`src/rs232_port_pkg.sv`:
```
// Purpose: Constants, types and register map of the RS232 handshake port.
// Assumes: One 125 MHz clock, AHB-Lite register access, one word each.
// Notes:   Logic level 1 means ON on every handshake line.
//
// Operation
// - Separate transmit and receive lines, full duplex
// - All outputs OFF after power on
// - Terminal ready ON only while port enabled
// - Request to send ON when data waits, except in manual mode
// - Switched request mode: signals automatic, software locked
// - Always-on mode: hardware flow control, software locked
// - No-data-set-ready mode ignores that input, locked
// - Manual mode: software reads inputs, sets outputs
// - Seven/eight data bits, start, one/two stops
// - Even, odd or no parity bit
package rs232_port_pkg;

   // -------------------------------------------------------------
   // Register map (byte addresses)
   // -------------------------------------------------------------
   localparam logic [7:0] ADDR_CTRL   = 8'h00;
   localparam logic [7:0] ADDR_BAUD   = 8'h04;
   localparam logic [7:0] ADDR_TXDATA = 8'h08;
   localparam logic [7:0] ADDR_RXDATA = 8'h0C;
   localparam logic [7:0] ADDR_STATUS = 8'h10;
   localparam logic [7:0] ADDR_SIGNAL = 8'h14;

   // -------------------------------------------------------------
   // Reset values
   // -------------------------------------------------------------
   // 115200 baud at 125 MHz
   localparam logic [15:0] BAUD_DIV_RST = 16'h043D;
   localparam logic [6:0]  CTRL_RST     = 7'h04;

   // -------------------------------------------------------------
   // Field positions
   // -------------------------------------------------------------
   localparam int STAT_TX_FULL = 0;
   localparam int STAT_TX_BUSY = 1;
   localparam int STAT_RX_VAL  = 2;
   localparam int STAT_PAR_ERR = 3;
   localparam int STAT_FRM_ERR = 4;
   localparam int STAT_OVERRUN = 5;
   localparam int SIG_DTR      = 0;
   localparam int SIG_RTS      = 1;

   // -------------------------------------------------------------
   // Types
   // -------------------------------------------------------------
   typedef enum logic [1:0] {
      FLOW_MANUAL,
      FLOW_RTS_SWITCHED,
      FLOW_RTS_ON,
      FLOW_RTS_ON_NO_DSR
   } flow_mode_t;

   // Control word, bit 0 upward: mode, width, stops, parity, enable
   typedef struct packed {
      logic       port_en;
      logic       parity_odd;
      logic       parity_en;
      logic       two_stop;
      logic       eight_bits;
      flow_mode_t flow;
   } ctrl_t;

   // Synchronised line inputs
   typedef struct packed {
      logic ring;
      logic carrier;
      logic clear_send;
      logic set_ready;
      logic rx_line;
   } line_in_t;

endpackage

```
`src/rs232_handshake_port.sv`:
```
// Purpose: RS232 port with modem handshake lines and AHB-Lite registers.
// Assumes: Partner keeps its own handshake duties; lines sampled async.
// Notes:   Zero-wait bus slave; one-deep transmit holding register.
//
// The AHB-Lite register port and the register addresses were left to the implementer.
`timescale 1ns/1ps

module rs232_handshake_port
   import rs232_port_pkg::*;
(
   // Clock and reset
   input  wire logic        sys_clk,
   input  wire logic        rst,
   // AHB-Lite slave
   input  wire logic        hsel,
   input  wire logic [31:0] haddr,
   input  wire logic [1:0]  htrans,
   input  wire logic        hwrite,
   input  wire logic [2:0]  hsize,
   input  wire logic [31:0] hwdata,
   input  wire logic        hready,
   output logic      [31:0] hrdata,
   output logic             hreadyout,
   output logic             hresp,
   // Serial lines
   input  wire logic        rxd,
   output logic             txd,
   // Modem lines
   output logic             dtr,
   output logic             rts,
   input  wire logic        dsr,
   input  wire logic        cts,
   input  wire logic        dcd,
   input  wire logic        ri
);

   // ----------------------------------------------------------------
   // Input synchronisers
   // ----------------------------------------------------------------
   line_in_t in_meta_reg;
   line_in_t in_reg;

   always_ff @(posedge sys_clk) begin
      if (rst) begin
         in_meta_reg <= '{default: 1'b0, rx_line: 1'b1};
         in_reg      <= '{default: 1'b0, rx_line: 1'b1};
      end else begin
         in_meta_reg <= '{ring: ri, carrier: dcd, clear_send: cts,
                          set_ready: dsr, rx_line: rxd};
         in_reg      <= in_meta_reg;
      end
   end

   // ----------------------------------------------------------------
   // Bus slave
   // ----------------------------------------------------------------
   typedef enum logic [2:0] {TX_IDLE, TX_START, TX_DATA, TX_PARITY,
                             TX_STOP} tx_state_t;
   typedef enum logic [2:0] {RX_IDLE, RX_START, RX_DATA, RX_PARITY,
                             RX_STOP} rx_state_t;

   ctrl_t       ctrl_reg;
   logic [15:0] baud_reg;
   logic        sw_dtr_reg;
   logic        sw_rts_reg;
   logic [7:0]  tx_hold_reg;
   logic        tx_full_reg;
   logic [7:0]  rx_data_reg;
   logic        rx_valid_reg;
   logic        par_err_reg;
   logic        frm_err_reg;
   logic        overrun_reg;
   logic        wr_pend_reg;
   logic [7:0]  wr_addr_reg;
   tx_state_t   tx_state_reg;
   rx_state_t   rx_state_reg;

   logic        addr_phase;
   logic        wr_now;
   logic        rd_rx_now;
   logic [31:0] rd_next;

   assign addr_phase = hsel && htrans[1] && hready;
   assign wr_now     = wr_pend_reg;
   assign rd_rx_now  = addr_phase && !hwrite && haddr[7:0] == ADDR_RXDATA;

   always_comb begin
      rd_next = 32'h0000_0000;
      case (haddr[7:0])
         ADDR_CTRL:   rd_next[6:0]  = ctrl_reg;
         ADDR_BAUD:   rd_next[15:0] = baud_reg;
         ADDR_RXDATA: rd_next[7:0]  = rx_data_reg;
         ADDR_STATUS: rd_next[5:0]  = {overrun_reg, frm_err_reg,
                                       par_err_reg, rx_valid_reg,
                                       tx_state_reg != TX_IDLE,
                                       tx_full_reg};
         // Line states are readable in every mode
         ADDR_SIGNAL: rd_next[5:0]  = {in_reg.ring, in_reg.carrier,
                                       in_reg.clear_send, in_reg.set_ready,
                                       rts, dtr};
         default:     rd_next = 32'h0000_0000;
      endcase
   end

   always_ff @(posedge sys_clk) begin
      if (rst) begin
         hrdata      <= 32'h0000_0000;
         hreadyout   <= 1'b0;
         hresp       <= 1'b0;
         wr_pend_reg <= 1'b0;
         wr_addr_reg <= 8'h00;
      end else begin
         hreadyout   <= 1'b1;
         hresp       <= 1'b0;
         wr_pend_reg <= addr_phase && hwrite;
         wr_addr_reg <= haddr[7:0];
         if (addr_phase && !hwrite)
            hrdata <= rd_next;
      end
   end

   // Configuration and software line requests
   always_ff @(posedge sys_clk) begin
      if (rst) begin
         ctrl_reg   <= CTRL_RST;
         baud_reg   <= BAUD_DIV_RST;
         sw_dtr_reg <= 1'b0;
         sw_rts_reg <= 1'b0;
      end else if (wr_now) begin
         case (wr_addr_reg)
            ADDR_CTRL: ctrl_reg <= hwdata[6:0];
            ADDR_BAUD: baud_reg <= hwdata[15:0];
            // Ignored while an automatic mode owns the lines
            ADDR_SIGNAL: if (ctrl_reg.flow == FLOW_MANUAL) begin
               sw_dtr_reg <= hwdata[SIG_DTR];
               sw_rts_reg <= hwdata[SIG_RTS];
            end
            default: ;
         endcase
      end
   end

   // ----------------------------------------------------------------
   // Handshake outputs
   // ----------------------------------------------------------------
   logic tx_start;
   logic tx_gate;
   logic dsr_ok;

   // Data set ready gates sending only where the mode honours it
   assign dsr_ok  = ctrl_reg.flow == FLOW_MANUAL ||
                    ctrl_reg.flow == FLOW_RTS_ON_NO_DSR ||
                    in_reg.set_ready;
   assign tx_gate = ctrl_reg.port_en && dsr_ok &&
                    (ctrl_reg.flow == FLOW_MANUAL ||
                     (in_reg.clear_send &&
                      (ctrl_reg.flow != FLOW_RTS_SWITCHED || rts)));
   assign tx_start = tx_state_reg == TX_IDLE && tx_full_reg && tx_gate;

   always_ff @(posedge sys_clk) begin
      if (rst) begin
         dtr <= 1'b0;
         rts <= 1'b0;
      end else begin
         case (ctrl_reg.flow)
            FLOW_MANUAL: begin
               dtr <= ctrl_reg.port_en && sw_dtr_reg;
               rts <= ctrl_reg.port_en && sw_rts_reg;
            end
            // Request stays up until the last stop bit has gone
            FLOW_RTS_SWITCHED: begin
               dtr <= ctrl_reg.port_en;
               rts <= ctrl_reg.port_en &&
                      (tx_full_reg || tx_state_reg != TX_IDLE);
            end
            default: begin
               dtr <= ctrl_reg.port_en;
               rts <= ctrl_reg.port_en;
            end
         endcase
      end
   end

   // ----------------------------------------------------------------
   // Transmitter
   // ----------------------------------------------------------------
   logic [7:0]  tx_shift_reg;
   logic        tx_par_reg;
   logic [2:0]  tx_idx_reg;
   logic [15:0] tx_cnt_reg;
   logic [2:0]  last_bit;

   assign last_bit = ctrl_reg.eight_bits ? 3'h7 : 3'h6;

   // Holding register: a write while full is dropped, not queued
   always_ff @(posedge sys_clk) begin
      if (rst) begin
         tx_full_reg <= 1'b0;
         tx_hold_reg <= 8'h00;
      end else if (tx_start) begin
         tx_full_reg <= 1'b0;
      end else if (wr_now && wr_addr_reg == ADDR_TXDATA && !tx_full_reg) begin
         tx_full_reg <= 1'b1;
         tx_hold_reg <= hwdata[7:0];
      end
   end

   always_ff @(posedge sys_clk) begin
      if (rst) begin
         tx_state_reg <= TX_IDLE;
         txd          <= 1'b1;
         tx_shift_reg <= 8'h00;
         tx_par_reg   <= 1'b0;
         tx_idx_reg   <= 3'h0;
         tx_cnt_reg   <= 16'h0000;
      end else if (tx_state_reg == TX_IDLE) begin
         txd <= 1'b1;
         if (tx_start) begin
            tx_shift_reg <= tx_hold_reg;
            tx_par_reg   <= ctrl_reg.parity_odd ^ (^(tx_hold_reg &
                            {ctrl_reg.eight_bits, 7'h7F}));
            txd          <= 1'b0;
            tx_cnt_reg   <= baud_reg - 16'h0001;
            tx_state_reg <= TX_START;
         end
      end else if (tx_cnt_reg != 16'h0000) begin
         tx_cnt_reg <= tx_cnt_reg - 16'h0001;
      end else begin
         tx_cnt_reg <= baud_reg - 16'h0001;
         case (tx_state_reg)
            TX_START: begin
               txd          <= tx_shift_reg[0];
               tx_shift_reg <= tx_shift_reg >> 1;
               tx_idx_reg   <= 3'h0;
               tx_state_reg <= TX_DATA;
            end
            TX_DATA: begin
               if (tx_idx_reg == last_bit) begin
                  tx_idx_reg <= 3'h0;
                  if (ctrl_reg.parity_en) begin
                     txd          <= tx_par_reg;
                     tx_state_reg <= TX_PARITY;
                  end else begin
                     txd          <= 1'b1;
                     tx_state_reg <= TX_STOP;
                  end
               end else begin
                  txd          <= tx_shift_reg[0];
                  tx_shift_reg <= tx_shift_reg >> 1;
                  tx_idx_reg   <= tx_idx_reg + 3'h1;
               end
            end
            TX_PARITY: begin
               txd          <= 1'b1;
               tx_state_reg <= TX_STOP;
            end
            TX_STOP: begin
               // Flow gate is checked again before the next start
               if (tx_idx_reg == {2'b00, ctrl_reg.two_stop})
                  tx_state_reg <= TX_IDLE;
               else
                  tx_idx_reg <= tx_idx_reg + 3'h1;
            end
            default: tx_state_reg <= TX_IDLE;
         endcase
      end
   end

   // ----------------------------------------------------------------
   // Receiver
   // ----------------------------------------------------------------
   logic [7:0]  rx_shift_reg;
   logic [2:0]  rx_idx_reg;
   logic [15:0] rx_cnt_reg;
   logic        rx_done;
   logic        rx_perr;
   logic        rx_ferr;

   assign rx_done = rx_state_reg == RX_STOP && rx_cnt_reg == 16'h0000;
   assign rx_ferr = rx_done && !in_reg.rx_line;
   assign rx_perr = rx_state_reg == RX_PARITY && rx_cnt_reg == 16'h0000 &&
                    (in_reg.rx_line != (ctrl_reg.parity_odd ^
                     (^rx_shift_reg)));

   always_ff @(posedge sys_clk) begin
      if (rst) begin
         rx_state_reg <= RX_IDLE;
         rx_shift_reg <= 8'h00;
         rx_idx_reg   <= 3'h0;
         rx_cnt_reg   <= 16'h0000;
      end else if (rx_state_reg == RX_IDLE) begin
         // Runs beside the transmitter; starts only while the port is enabled
         if (!in_reg.rx_line && ctrl_reg.port_en) begin
            rx_cnt_reg   <= {1'b0, baud_reg[15:1]};
            rx_state_reg <= RX_START;
         end
      end else if (rx_cnt_reg != 16'h0000) begin
         rx_cnt_reg <= rx_cnt_reg - 16'h0001;
      end else begin
         rx_cnt_reg <= baud_reg - 16'h0001;
         case (rx_state_reg)
            // A start shorter than half a bit is treated as a glitch
            RX_START: begin
               rx_shift_reg <= 8'h00;
               rx_idx_reg   <= 3'h0;
               rx_state_reg <= in_reg.rx_line ? RX_IDLE : RX_DATA;
            end
            RX_DATA: begin
               rx_shift_reg[rx_idx_reg] <= in_reg.rx_line;
               rx_idx_reg <= rx_idx_reg + 3'h1;
               if (rx_idx_reg == last_bit)
                  rx_state_reg <= ctrl_reg.parity_en ? RX_PARITY : RX_STOP;
            end
            RX_PARITY: rx_state_reg <= RX_STOP;
            RX_STOP:   rx_state_reg <= RX_IDLE;
            default:   rx_state_reg <= RX_IDLE;
         endcase
      end
   end

   // Receive flags: a new event wins over a clear in the same cycle
   always_ff @(posedge sys_clk) begin
      if (rst) begin
         rx_data_reg  <= 8'h00;
         rx_valid_reg <= 1'b0;
         par_err_reg  <= 1'b0;
         frm_err_reg  <= 1'b0;
         overrun_reg  <= 1'b0;
      end else begin
         if (rx_done) begin
            rx_data_reg  <= rx_shift_reg;
            rx_valid_reg <= 1'b1;
         end else if (rd_rx_now) begin
            rx_valid_reg <= 1'b0;
         end
         if (wr_now && wr_addr_reg == ADDR_STATUS) begin
            par_err_reg <= par_err_reg && !hwdata[STAT_PAR_ERR];
            frm_err_reg <= frm_err_reg && !hwdata[STAT_FRM_ERR];
            overrun_reg <= overrun_reg && !hwdata[STAT_OVERRUN];
         end
         if (rx_perr)
            par_err_reg <= 1'b1;
         if (rx_ferr)
            frm_err_reg <= 1'b1;
         if (rx_done && rx_valid_reg && !rd_rx_now)
            overrun_reg <= 1'b1;
      end
   end

endmodule // rs232_handshake_port

```
`config.mk`:
```
export PLATFORM = sky130hd
export DESIGN_NAME = rs232_handshake_port
export DESIGN_NICKNAME = d
export VERILOG_FILES = /design/src/rs232_port_pkg.sv /design/src/rs232_handshake_port.sv
export SDC_FILE = /design/constraint.sdc
export NUM_CORES = 1
export LEC_CHECK = 0
export BUFFER_PORTS_ARGS = -buffer_cell sky130_fd_sc_hd__buf_2
export CAP_MARGIN = 20
export CORE_ASPECT_RATIO = 0.9
export CORE_UTILIZATION = 47
export CTS_BUF_LIST = sky130_fd_sc_hd__clkbuf_8
export DETAILED_ROUTE_END_ITERATION = 10
export HOLD_SLACK_MARGIN = 0.03
export MAX_ROUTING_LAYER = met4
export PLACE_DENSITY_LB_ADDON = 0.12
export SLEW_MARGIN = 20
export SYNTH_ARGS = -nofsm -noshare
export SYNTH_HDL_FRONTEND = slang
export SYNTH_SLANG_ARGS = --single-unit
```
`constraint.sdc`:
```
create_clock -name sys_clk -period 5.13 [get_ports sys_clk]
set_input_delay 0.2565 -clock sys_clk [delete_from_list [all_inputs] [get_ports sys_clk]]
set_output_delay 0.2565 -clock sys_clk [all_outputs]
set_load 0.02 [all_outputs]
```
# After elaboration in Yosys (flattened, before gate mapping)
# Cells that the tools add are included.
[op_classes] reduce_logical=70 n_eq_ne=32 n_bitwise=8 magnitude_cmp=2 add_sub_neg=5 n_mux=54
[op_table] cell="$mux W16" n=6
[op_table] cell="$sub A16 B1 Y16 const B" n=3
[op_table] cell="$mux W8" n=5
[op_table] cell="$mux W3" n=12
[op_table] cell="$eq A8 B5 Y1 const B" n=4
[op_table] cell="$pmux W8 S2" n=2
[op_table] cell="$reduce_bool A16 Y1" n=2
[op_table] cell="$pmux W6 S5" n=1
[op_table] cell="$logic_and A1 B1 Y1" n=27
[op_table] cell="$pmux W3 S3" n=2
[op_table] cell="$mux W1" n=17
[op_table] cell="$eq A8 B3 Y1 const B" n=2
[op_table] cell="$eq A8 B4 Y1 const B" n=2
[op_table] cell="$logic_not A16 Y1" n=1
[op_table] cell="$logic_not A8 Y1" n=2
[op_table] cell="$reduce_xor A8 Y1" n=2
[op_table] cell="$eq A3 B2 Y1 const B" n=4
[op_table] cell="$ne A3 B3 Y1 const B" n=4
[op_table] cell="$pmux W3 S4" n=1
[op_table] cell="$reduce_and A4 Y1" n=3
[op_table] cell="$reduce_and A2 Y1" n=5
[op_table] cell="$reduce_bool A2 Y1" n=5
[op_table] cell="$reduce_and A3 Y1" n=3
[op_table] cell="$reduce_bool A3 Y1" n=3
[op_table] cell="other kinds (27)" n=53
[word_totals] inputBits=79 reg_bits=146 word_cells=213

# Depth between registers and ports, before layout
# Gate-level depths: netlist (run 1).
[logic_depth] ltp_word=8 depth_mapped=9 mapped_depth_nobuf=8

# Worst setup path before layout (run 1)
# Ideal clock, no wire load.
[synth_timing] kind="register to register" startpoint="reg ctrl_reg[0] (netlist bit)" endpoint="reg tx_shift_reg[5]" required_ps=5014 setup_slack_ps=3019 setup_time_ps=116 path_stages_with_launch=10 arrival_time_ps=1995 period_less_slack_ps=2111 path_cell_list="dfxtp_1 inv_1 ha_1 inv_1 o211ai_1 nor3_1 nor3_1 buf_6 nor3_1 a31o_2"
[synth_via] elab_chain_len=8 elab_cells_between_ends=13 classes_between="eq/ne: 3; reduce/logical: 10"
[synth_lines] element="start: declaration" line="rs232_handshake_port.sv:62" text="ctrl_t ctrl_reg;"
[synth_lines] element="start signal: assignment" line="rs232_handshake_port.sv:131" text="ADDR_CTRL: ctrl_reg <= hwdata[6:0];"
[synth_lines] element="$eq A2 B2 Y1, or another cell as far along" line="rs232_handshake_port.sv:152" text="ctrl_reg.flow == FLOW_RTS_ON_NO_DSR ||"
[synth_lines] element="$logic_or A1 B1 Y1, on equally long branches" line="rs232_handshake_port.sv:151, rs232_handshake_port.sv:157"
[synth_lines] element="$logic_or A1 B1 Y1 or $logic_and A1 B1 Y1 (tied branches)" line="rs232_handshake_port.sv:152, rs232_handshake_port.sv:156"
[synth_lines] element="$logic_and A1 B1 Y1 or $logic_or A1 B1 Y1 (tied branches)" line="rs232_handshake_port.sv:154, rs232_handshake_port.sv:155"
[synth_lines] element="$logic_and A1 B1 Y1 *" line="rs232_handshake_port.sv:154" text="assign tx_gate = ctrl_reg.port_en && dsr_ok &&"
[synth_lines] element="$logic_and A1 B1 Y1 *" line="rs232_handshake_port.sv:158" text="assign tx_start = tx_state_reg == TX_IDLE && tx_full_reg && tx_gate;"
[synth_lines] element="$ne A2 B2 Y1 (no line) *"
[synth_lines] element="$reduce_and A4 Y1 (no line) *"
[synth_lines] element="end signal: assignment" line="rs232_handshake_port.sv:219" text="tx_shift_reg <= tx_hold_reg;"
[synth_lines] element="end signal: assignment" line="rs232_handshake_port.sv:233" text="tx_shift_reg <= tx_shift_reg >> 1;"
[synth_lines] element="end signal: assignment" line="rs232_handshake_port.sv:249" text="tx_shift_reg <= tx_shift_reg >> 1;"
[synth_lines] element="end: declaration" line="rs232_handshake_port.sv:187" text="logic [7:0] tx_shift_reg;"
# Mark *: on every way between the ends. The rest lies on a longest branch, timed or not.
# A chain may end at the register's enable or synchronous reset.

# Final worst setup path (run 1)
[layout_timing] startpoint="reg tx_state_reg[2]" endpoint="reg tx_cnt_reg[3]"
[layout_via] elab_chain_len=4 elab_cells_between_ends=5 classes_between="eq/ne: 1; mux: 1; reduce/logical: 3"
[layout_lines] element="start: declaration" line="rs232_handshake_port.sv:75" text="tx_state_t tx_state_reg;"
[layout_lines] element="start signal: assignment" line="rs232_handshake_port.sv:210" text="tx_state_reg <= TX_IDLE;"
[layout_lines] element="start signal: assignment" line="rs232_handshake_port.sv:224" text="tx_state_reg <= TX_START;"
[layout_lines] element="start signal: assignment" line="rs232_handshake_port.sv:235" text="tx_state_reg <= TX_DATA;"
[layout_lines] element="$logic_not A3 Y1 *" line="rs232_handshake_port.sv:158, rs232_handshake_port.sv:216"
[layout_lines] element="$logic_and A1 B1 Y1 (2 in series)" line="rs232_handshake_port.sv:158"
[layout_lines] element="$ne A2 B2 Y1 (no line)"
[layout_lines] element="end signal: assignment" line="rs232_handshake_port.sv:223" text="tx_cnt_reg <= baud_reg - 16'h0001;"
[layout_lines] element="end signal: assignment" line="rs232_handshake_port.sv:227" text="tx_cnt_reg <= tx_cnt_reg - 16'h0001;"
[layout_lines] element="end signal: assignment" line="rs232_handshake_port.sv:229" text="tx_cnt_reg <= baud_reg - 16'h0001;"
[layout_lines] element="end: declaration" line="rs232_handshake_port.sv:190" text="logic [15:0] tx_cnt_reg;"
# Marks and branches as above.

==> summary.txt, run 1 <==
Outcome
  • Status: complete, no violations

Global route
  • Number of global-route vias before repair: 6198
  • GR Overflow Total: 0
  • Largest net degree at the start of global routing: 81
  • Overall Global Routing Usage: about a quarter
  • First-pass GRT wire length: 32100 um
  • Initial antenna violation count: 0

Worst setup path
  • R2R Setup Slk: about 2500 ps
  • Critical path's slowest cell: or3_1
  • CP Capture Type: flip-flop
  • Crit-path leading delay family: simple AND/OR/NAND/NOR gates
  • CP max FO: 16
  • CP bufs+invs: 0
  • CP startpoint kind: flip-flop
  • Worst Path Required: roughly 5500 ps
  • CP arrival: 2950 ps
  • Cell mode on critical path: nand2_1
  • Worst reg2reg endpoint: tx_cnt_reg[3]$_SDFFE_PP0P_
  • Slowest Stage Delay on Critical Path: between 600 and 700 ps
  • Worst reg2reg path depth: 5
  • FF-to-FF Start: tx_state_reg[2]$_SDFFE_PP0P_
  • Worst setup path start: tx_state_reg[2]$_SDFFE_PP0P_
  • CP cell instances: or3_1 > nand2_1 > nand2_1 > nor2_1 > a2111oi_0
  • Worst setup path class: flip-flop to flip-flop

Timing
  • RSZ-0062 raised after global routing: no
  • Slew HR: 35.0%
  • TNS Setup: 0 ps
  • Fin. Hold Viols: 0
  • Period utilization: 50.8%
  • Hold Slack: 49.3 ps
  • Final setup violation count: 0
  • Actual slew at the worst max-slew pin: 968 ps
  • F_max: about 380 MHz
  • Tmin final: 2600 ps
  • Clock Skew: 12.4 ps
  • Final slew viol count: 0

CTS
  • Worst-path clk slew: ~90 ps
  • # resized after CTS: 0
  • Post-CTS Setup Bufs: 0
  • CTS HTree Levels: 4
  • Root Buffer: clkbuf_8
  • Insertion delay to the later sink of the worst-skew pair: 460 ps
  • Clock sinks: roughly 150
  • Total CTS buffers: 17
  • CTS Hold Bufs: 11
  • CTS tree: built
  • Clk buf depth: 2

Die
  • DIE AREA: around 16000 sq um
  • # IOs: ~120
  • Row Count: 43
  • Die Ht: between 100 and 150 um
  • Core region area: roughly 15000 sq um
  • Die Wd: around 130 um
  • Initial core utilization: between 40% and 50%

Min path
  • Hold Crit Endpoint: baud_reg[15]$_SDFFE_PP0P_
  • Hold WC Path Type: input port to flip-flop
  • Worst Hold Launch: hwdata[15]
  • Hold Path Depth: 3

Synthesis
  • Async SR Flop Fraction: 0%
  • Top post-synthesis cells by area: dfxtp_1 (39%), mux2i_1 (6.3%), nor2_1 (4.6%), nand2_1 (4.4%), a21oi_1 (4.0%)
  • Cell with the most instances after synthesis: dfxtp_1
  • Avg Cell Area, Syn: roughly 8.3 sq um
  • Largest area contributor in the netlist: dfxtp_1
  • Cell variety after synth: 73
  • Sequential area share after synthesis: ~40%
  • Post-Syn Area: between 7000 and 8000 sq um
  • Main flop type after synthesis: dfxtp_1
  • Post-synth EDFFs: 0
  • Synth warn: 0
  • Synth Register Bits: approximately 150
  • Share of the synthesized area in the top cell type: between 30% and 40%
  • Top post-synthesis cells by count: dfxtp_1 (146), nor2_1 (92), nand2_1 (87), a21oi_1 (60), mux2i_1 (47)
  • Syn Inst Count: 892

Pwr
  • Worst vdd ir: ~0.31 mV
  • Tot Pwr: roughly 3.8 mW
  • Leakage power: between 3 and 4 nW
  • Power Dens Cells: around 460 nW/um^2

Detailed routing
  • Antenna Nets Post-Route: 0
  • Drt pass-1 iters: 5
  • WL/cell: between 15 and 20 um
  • Via density: between 5 and 6
  • Initial DRC count: between 400 and 500
  • Max Used Layer: met4
  • Wire length on met2: 8750 um
  • Post-route DRC: 0
  • Post-Route WL: 19900 um
  • Post-Route M1 WL: 9700 um
  • Vias: approximately 6600
  • Met3 wire length: 823 um

Layout
  • Final Cell Area: 8240 sq um
  • FILL cells: 1451
  • Final Util: approximately 53%
  • # diodes: 0
  • P&R area growth vs syn: 10.6%
  • Fin nets: ~1000
  • Share of layout cells above drive strength 1: a little over an eighth

Place
  • Post-DP HPWL: 14000 um
  • PortBufs: 54
  • Placer Congestion: 0.895
  • Placed Area: roughly 7700 sq um

Run
  • Max_cap viols: 0
## worst max-delay path by stage
stage                                   end  slack [ps]  depth (start not counted)
2_1_floorplan  tx_shift_reg[5]$_SDFFE_PP0P_        3020                          9
3_3_place_gp     tx_cnt_reg[3]$_SDFFE_PP0P_        2620                          5
5_1_grt          tx_cnt_reg[3]$_SDFFE_PP0P_        2230                          5
6_report         tx_cnt_reg[3]$_SDFFE_PP0P_        2530                          5
3_5_place_dp     tx_cnt_reg[3]$_SDFFE_PP0P_        2560                          5
4_1_cts          tx_cnt_reg[3]$_SDFFE_PP0P_        2520                          5
## through the flow
stage               setup WS [ps]  std cells
floorplan                    3020        908
finish                       2530       1143
global route                 2230       1143
global placement             2620       1100
detailed placement           2560       1100
CTS                          2520       1143
## cells by family after synthesis
logic type,count (synthesis),synth area share (%)
and+or+nand+nor,345,23.7
muxes,48,6.62
buffers and inverters,95,6.17
adders and majority gates,9,1.51
DFF,146,39.3
other,1,0.0504
AOI/OAI and AO/OA,207,17.9
xor gates and xnor gates,41,4.82
## area by class of cell
type                            count  area (sq um)  share of cell area [%]
Clock inverter                     15           170                    2.07
Inverter                           22          82.6                    1.00
Timing Repair Buffer               74           450                    5.47
Sequential cell                   146          2920                    35.5
Clock buffer                       17           234                    2.84
Multi-Input combinational cell    667          4120                    50.1
Tap cell                          202           253                    3.07
## where the power goes
part	total, mW	leakage, nW	internal, mW	switching (mW)
clock network	0.918	0.203	0.407	0.511
registers	1.34	1.18	1.22	0.116
logic	1.56	1.62	0.554	1.01
## tightest hold or removal path: stages
cell,delay [ps]
buf_2,80
mux2i_1,60
nor2_1,80
## routing by layer
metal  vias up  GRT usage (%)
li1       3223              -
met1      3103           35.0
met2       214           38.6
met3        43           4.05
met4         0           11.6
met5         -              -
## cell usage in the layout (no fill, tap or decap), drive strengths merged, types with 3 or more instances in the layout
cell type / synthesis / final
o211ai: 13 / 13
a31o: 8 / 8
clkinv: 1 / 7
nor2: 94 / 94
buf: 31 / 63
nand2b: 6 / 6
nand2: 88 / 88
a21oi: 60 / 60
a22oi: 3 / 3
ha: 9 / 9
xnor2: 28 / 28
dfxtp: 146 / 146
nor3b: 4 / 4
a221oi: 13 / 13
or2: 4 / 4
nor4: 17 / 17
o31ai: 6 / 6
a32oi: 3 / 3
nor3: 39 / 39
o21ai: 45 / 45
or4: 9 / 9
inv: 21 / 28
o22ai: 7 / 7
dlygate4sd3: 0 / 11
and2: 4 / 4
a31oi: 14 / 14
nand3b: 3 / 3
o21a: 3 / 3
or3: 10 / 10
nor2b: 19 / 19
nand3: 36 / 36
o31a: 3 / 3
clkbuf: 42 / 17
xor2: 13 / 13
and3: 5 / 5
a211oi: 12 / 12
mux2i: 47 / 47
conb: 1 / 17
Power figures use the tool's default switching activity.
==> run 2: changes to the inputs <==
clock period = 2.4 ns   (was 5.13 ns; I/O delays follow)
==> run 2 against run 1 <==
  * Critical path depth up 1
  * Clock power increased by 110%
  * Hold slack gained 32 ps
  * Core utilization increased by 3.6 points
  * Global-route usage grew 1.5 points
  * Largest power group unchanged
==> summary.txt, run 2 (synthesized netlist as in run 1, its figures left out) <==
Die
  • Core region area: 15400 sq um (unchanged)
  • Row Count: 43 (unchanged)
  • Initial core utilization: 48.2% (unchanged)
  • Die Wd: 135 um (unchanged)
  • DIE AREA: 16300 sq um (unchanged)
  • Die Ht: 121 um (unchanged)
  • # IOs: 116 (unchanged)

Place
  • Placed Area: 8050 sq um (+4.3%)
  • Post-DP HPWL: 15200 um (+8.9%)
  • Placer Congestion: 0.900 (+0.59%)
  • PortBufs: 54 (unchanged)

Layout
  • Final Cell Area: 8790 sq um (+6.7%)
  • Share of layout cells above drive strength 1: 17.2% (+3.6 points)
  • Final Util: 56.9% (+3.6 points)
  • Fin nets: 1075 (+5.8%)
  • Commonest non-fill, non-tap cell in the layout: dfxtp_1
  • Commonest cells after routing, fill and taps aside: dfxtp_1 (146), nor2_1 (92), nand2_1 (87), a21oi_1 (60), buf_2 (53)
  • # diodes: 0 (unchanged)
  • P&R area growth vs syn: 18.0%

Worst setup path
  • CP startpoint kind: flip-flop
  • Worst setup path class: flip-flop to flip-flop
  • CP max FO: 6 (-10)
  • Critical path's slowest cell: or4_1
  • Worst Path Required: 2790 ps (-2690 ps)
  • Worst reg2reg path depth: 6 (+1)
  • CP arrival: 2680 ps (-270 ps)
  • CP Capture Type: flip-flop
  • Slowest Stage Delay on Critical Path: 680 ps (+20 ps)
  • CP cell instances: or4_1 > nor3_2 > nand3b_1 > xnor2_1 > a21oi_1 > o21ai_0

Timing
  • F_max: 438 MHz (+14%)
  • Actual slew at the worst max-slew pin: 556 ps (-411 ps)
  • TNS Setup: 0 ps (unchanged)
  • Final slew viol count: 0 (unchanged)
  • Period utilization: 95.1% (+44 points)
  • Fin. Hold Viols: 0 (unchanged)
  • Clock Skew: 12.4 ps (-0.00600 ps)
  • Tmin final: 2280 ps (-322 ps)
  • Final setup violation count: 0 (unchanged)
  • Hold Slack: 81.3 ps (+32.0 ps)
  • Slew HR: 62.6% (+28 points)

Outcome
  • Status: complete, no violations

Run
  • Max_cap viols: 0 (unchanged)

Detailed routing
  • Post-Route WL: 21100 um (+6.3%)
  • Initial DRC count: 492 (+8.8%)
  • Via density: 5.71 (-0.83%)
  • WL/cell: 17.6 um (+1.1%)
  • Vias: 6865 (+4.3%)
  • Drt pass-1 iters: 5 (unchanged)
  • Antenna Nets Post-Route: 0 (unchanged)
  • Post-route DRC: 0 (unchanged)

Global route
  • Initial antenna violation count: 0 (unchanged)
  • Overall Global Routing Usage: 27.5% (+1.5 points)
  • First-pass GRT wire length: 33700 um (+5.1%)
  • Number of global-route vias before repair: 6530 (+5.4%)
  • Largest net degree at the start of global routing: 53 (-35%)
  • GR Overflow Total: 0 (unchanged)

CTS
  • Root Buffer: clkbuf_8
  • Clk buf depth: 2 (unchanged)
  • CTS HTree Levels: 4 (unchanged)
  • Total CTS buffers: 17 (unchanged)
  • Post-CTS Setup Bufs: 0 (unchanged)
  • CTS tree: built
  • Worst-path clk slew: 90 ps (about the same)
  • Insertion delay to the later sink of the worst-skew pair: 470 ps (about the same)
  • Clock sinks: 146 (unchanged)

Pwr
  • Power Dens Cells: 971 nW/um^2 (+110%)
  • Worst vdd ir: 0.662 mV (+110%)
  • Tot Pwr: 8.53 mW (+120%)
  • Leakage power: 3.31 nW (+10%)

Min path
  • Hold WC Path Type: input port to flip-flop
  • Hold Path Depth: 2 (-1)
[run 2: layer usage]
layer / vias up / track usage (%) / wire, um
li1: 3361 / - / -
met1: 3265 / 35.9 / 9930
met2: 194 / 41.5 / 9640
met3: 45 / 4.64 / 919
met4: 0 / 12.4 / 621
met5: - / - / 0
[run 2: critical path: cells and delay by family, from the launching register on]
kind,cells,cell delay [ps]
compound gates,2,280
simple gates,3,1100
xor+xnor,1,430
flops,1,400
[run 2: where the power goes]
part           switching, mW  internal [mW]
logic                   2.24           1.48
clock network           1.16          0.786
registers              0.253           2.61
[run 2: final timing paths]
kind,start,to,slack (ps)
hold reg to reg,in_meta_reg[0]$_SDFF_PP1_,in_reg[0]$_SDFF_PP1_,420
setup / recovery,baud_reg[1]$_SDFFE_PP0P_,rx_cnt_reg[15]$_SDFFE_PP0P_,120
setup reg to reg,baud_reg[1]$_SDFFE_PP0P_,rx_cnt_reg[15]$_SDFFE_PP0P_,120
hold / removal,haddr[4],wr_addr_reg[4]$_SDFF_PP0_,80
[run 2: timing repair]
| action | CTS | global route |
|---|---|---|
| endpoints found under the setup margin | 0 | 10 |
| endpoints found under the hold margin | 58 | 0 |
| gates resized for setup | 0 | 5 |
| hold buffers | 31 | 0 |
[run 2: area by class of cell]
cell class              count  area (sq um)
multi-input cells         667          4150
flip-flops and latches    146          2920
well taps                 202           253
clock buffers              17           234
fillers                  1419          6660
inverters                  22          82.6
repair buffers            133           981
clock inverters            15           159
[run 2: through the flow]
step / setup WS (ps) / instances
2_1_floorplan: 289 / 908
3_3_place_gp: 200 / 1139
3_5_place_dp: 82.0 / 1139
4_1_cts: 85.2 / 1202
5_1_grt: -14.3 / 1202
6_report: 117 / 1202
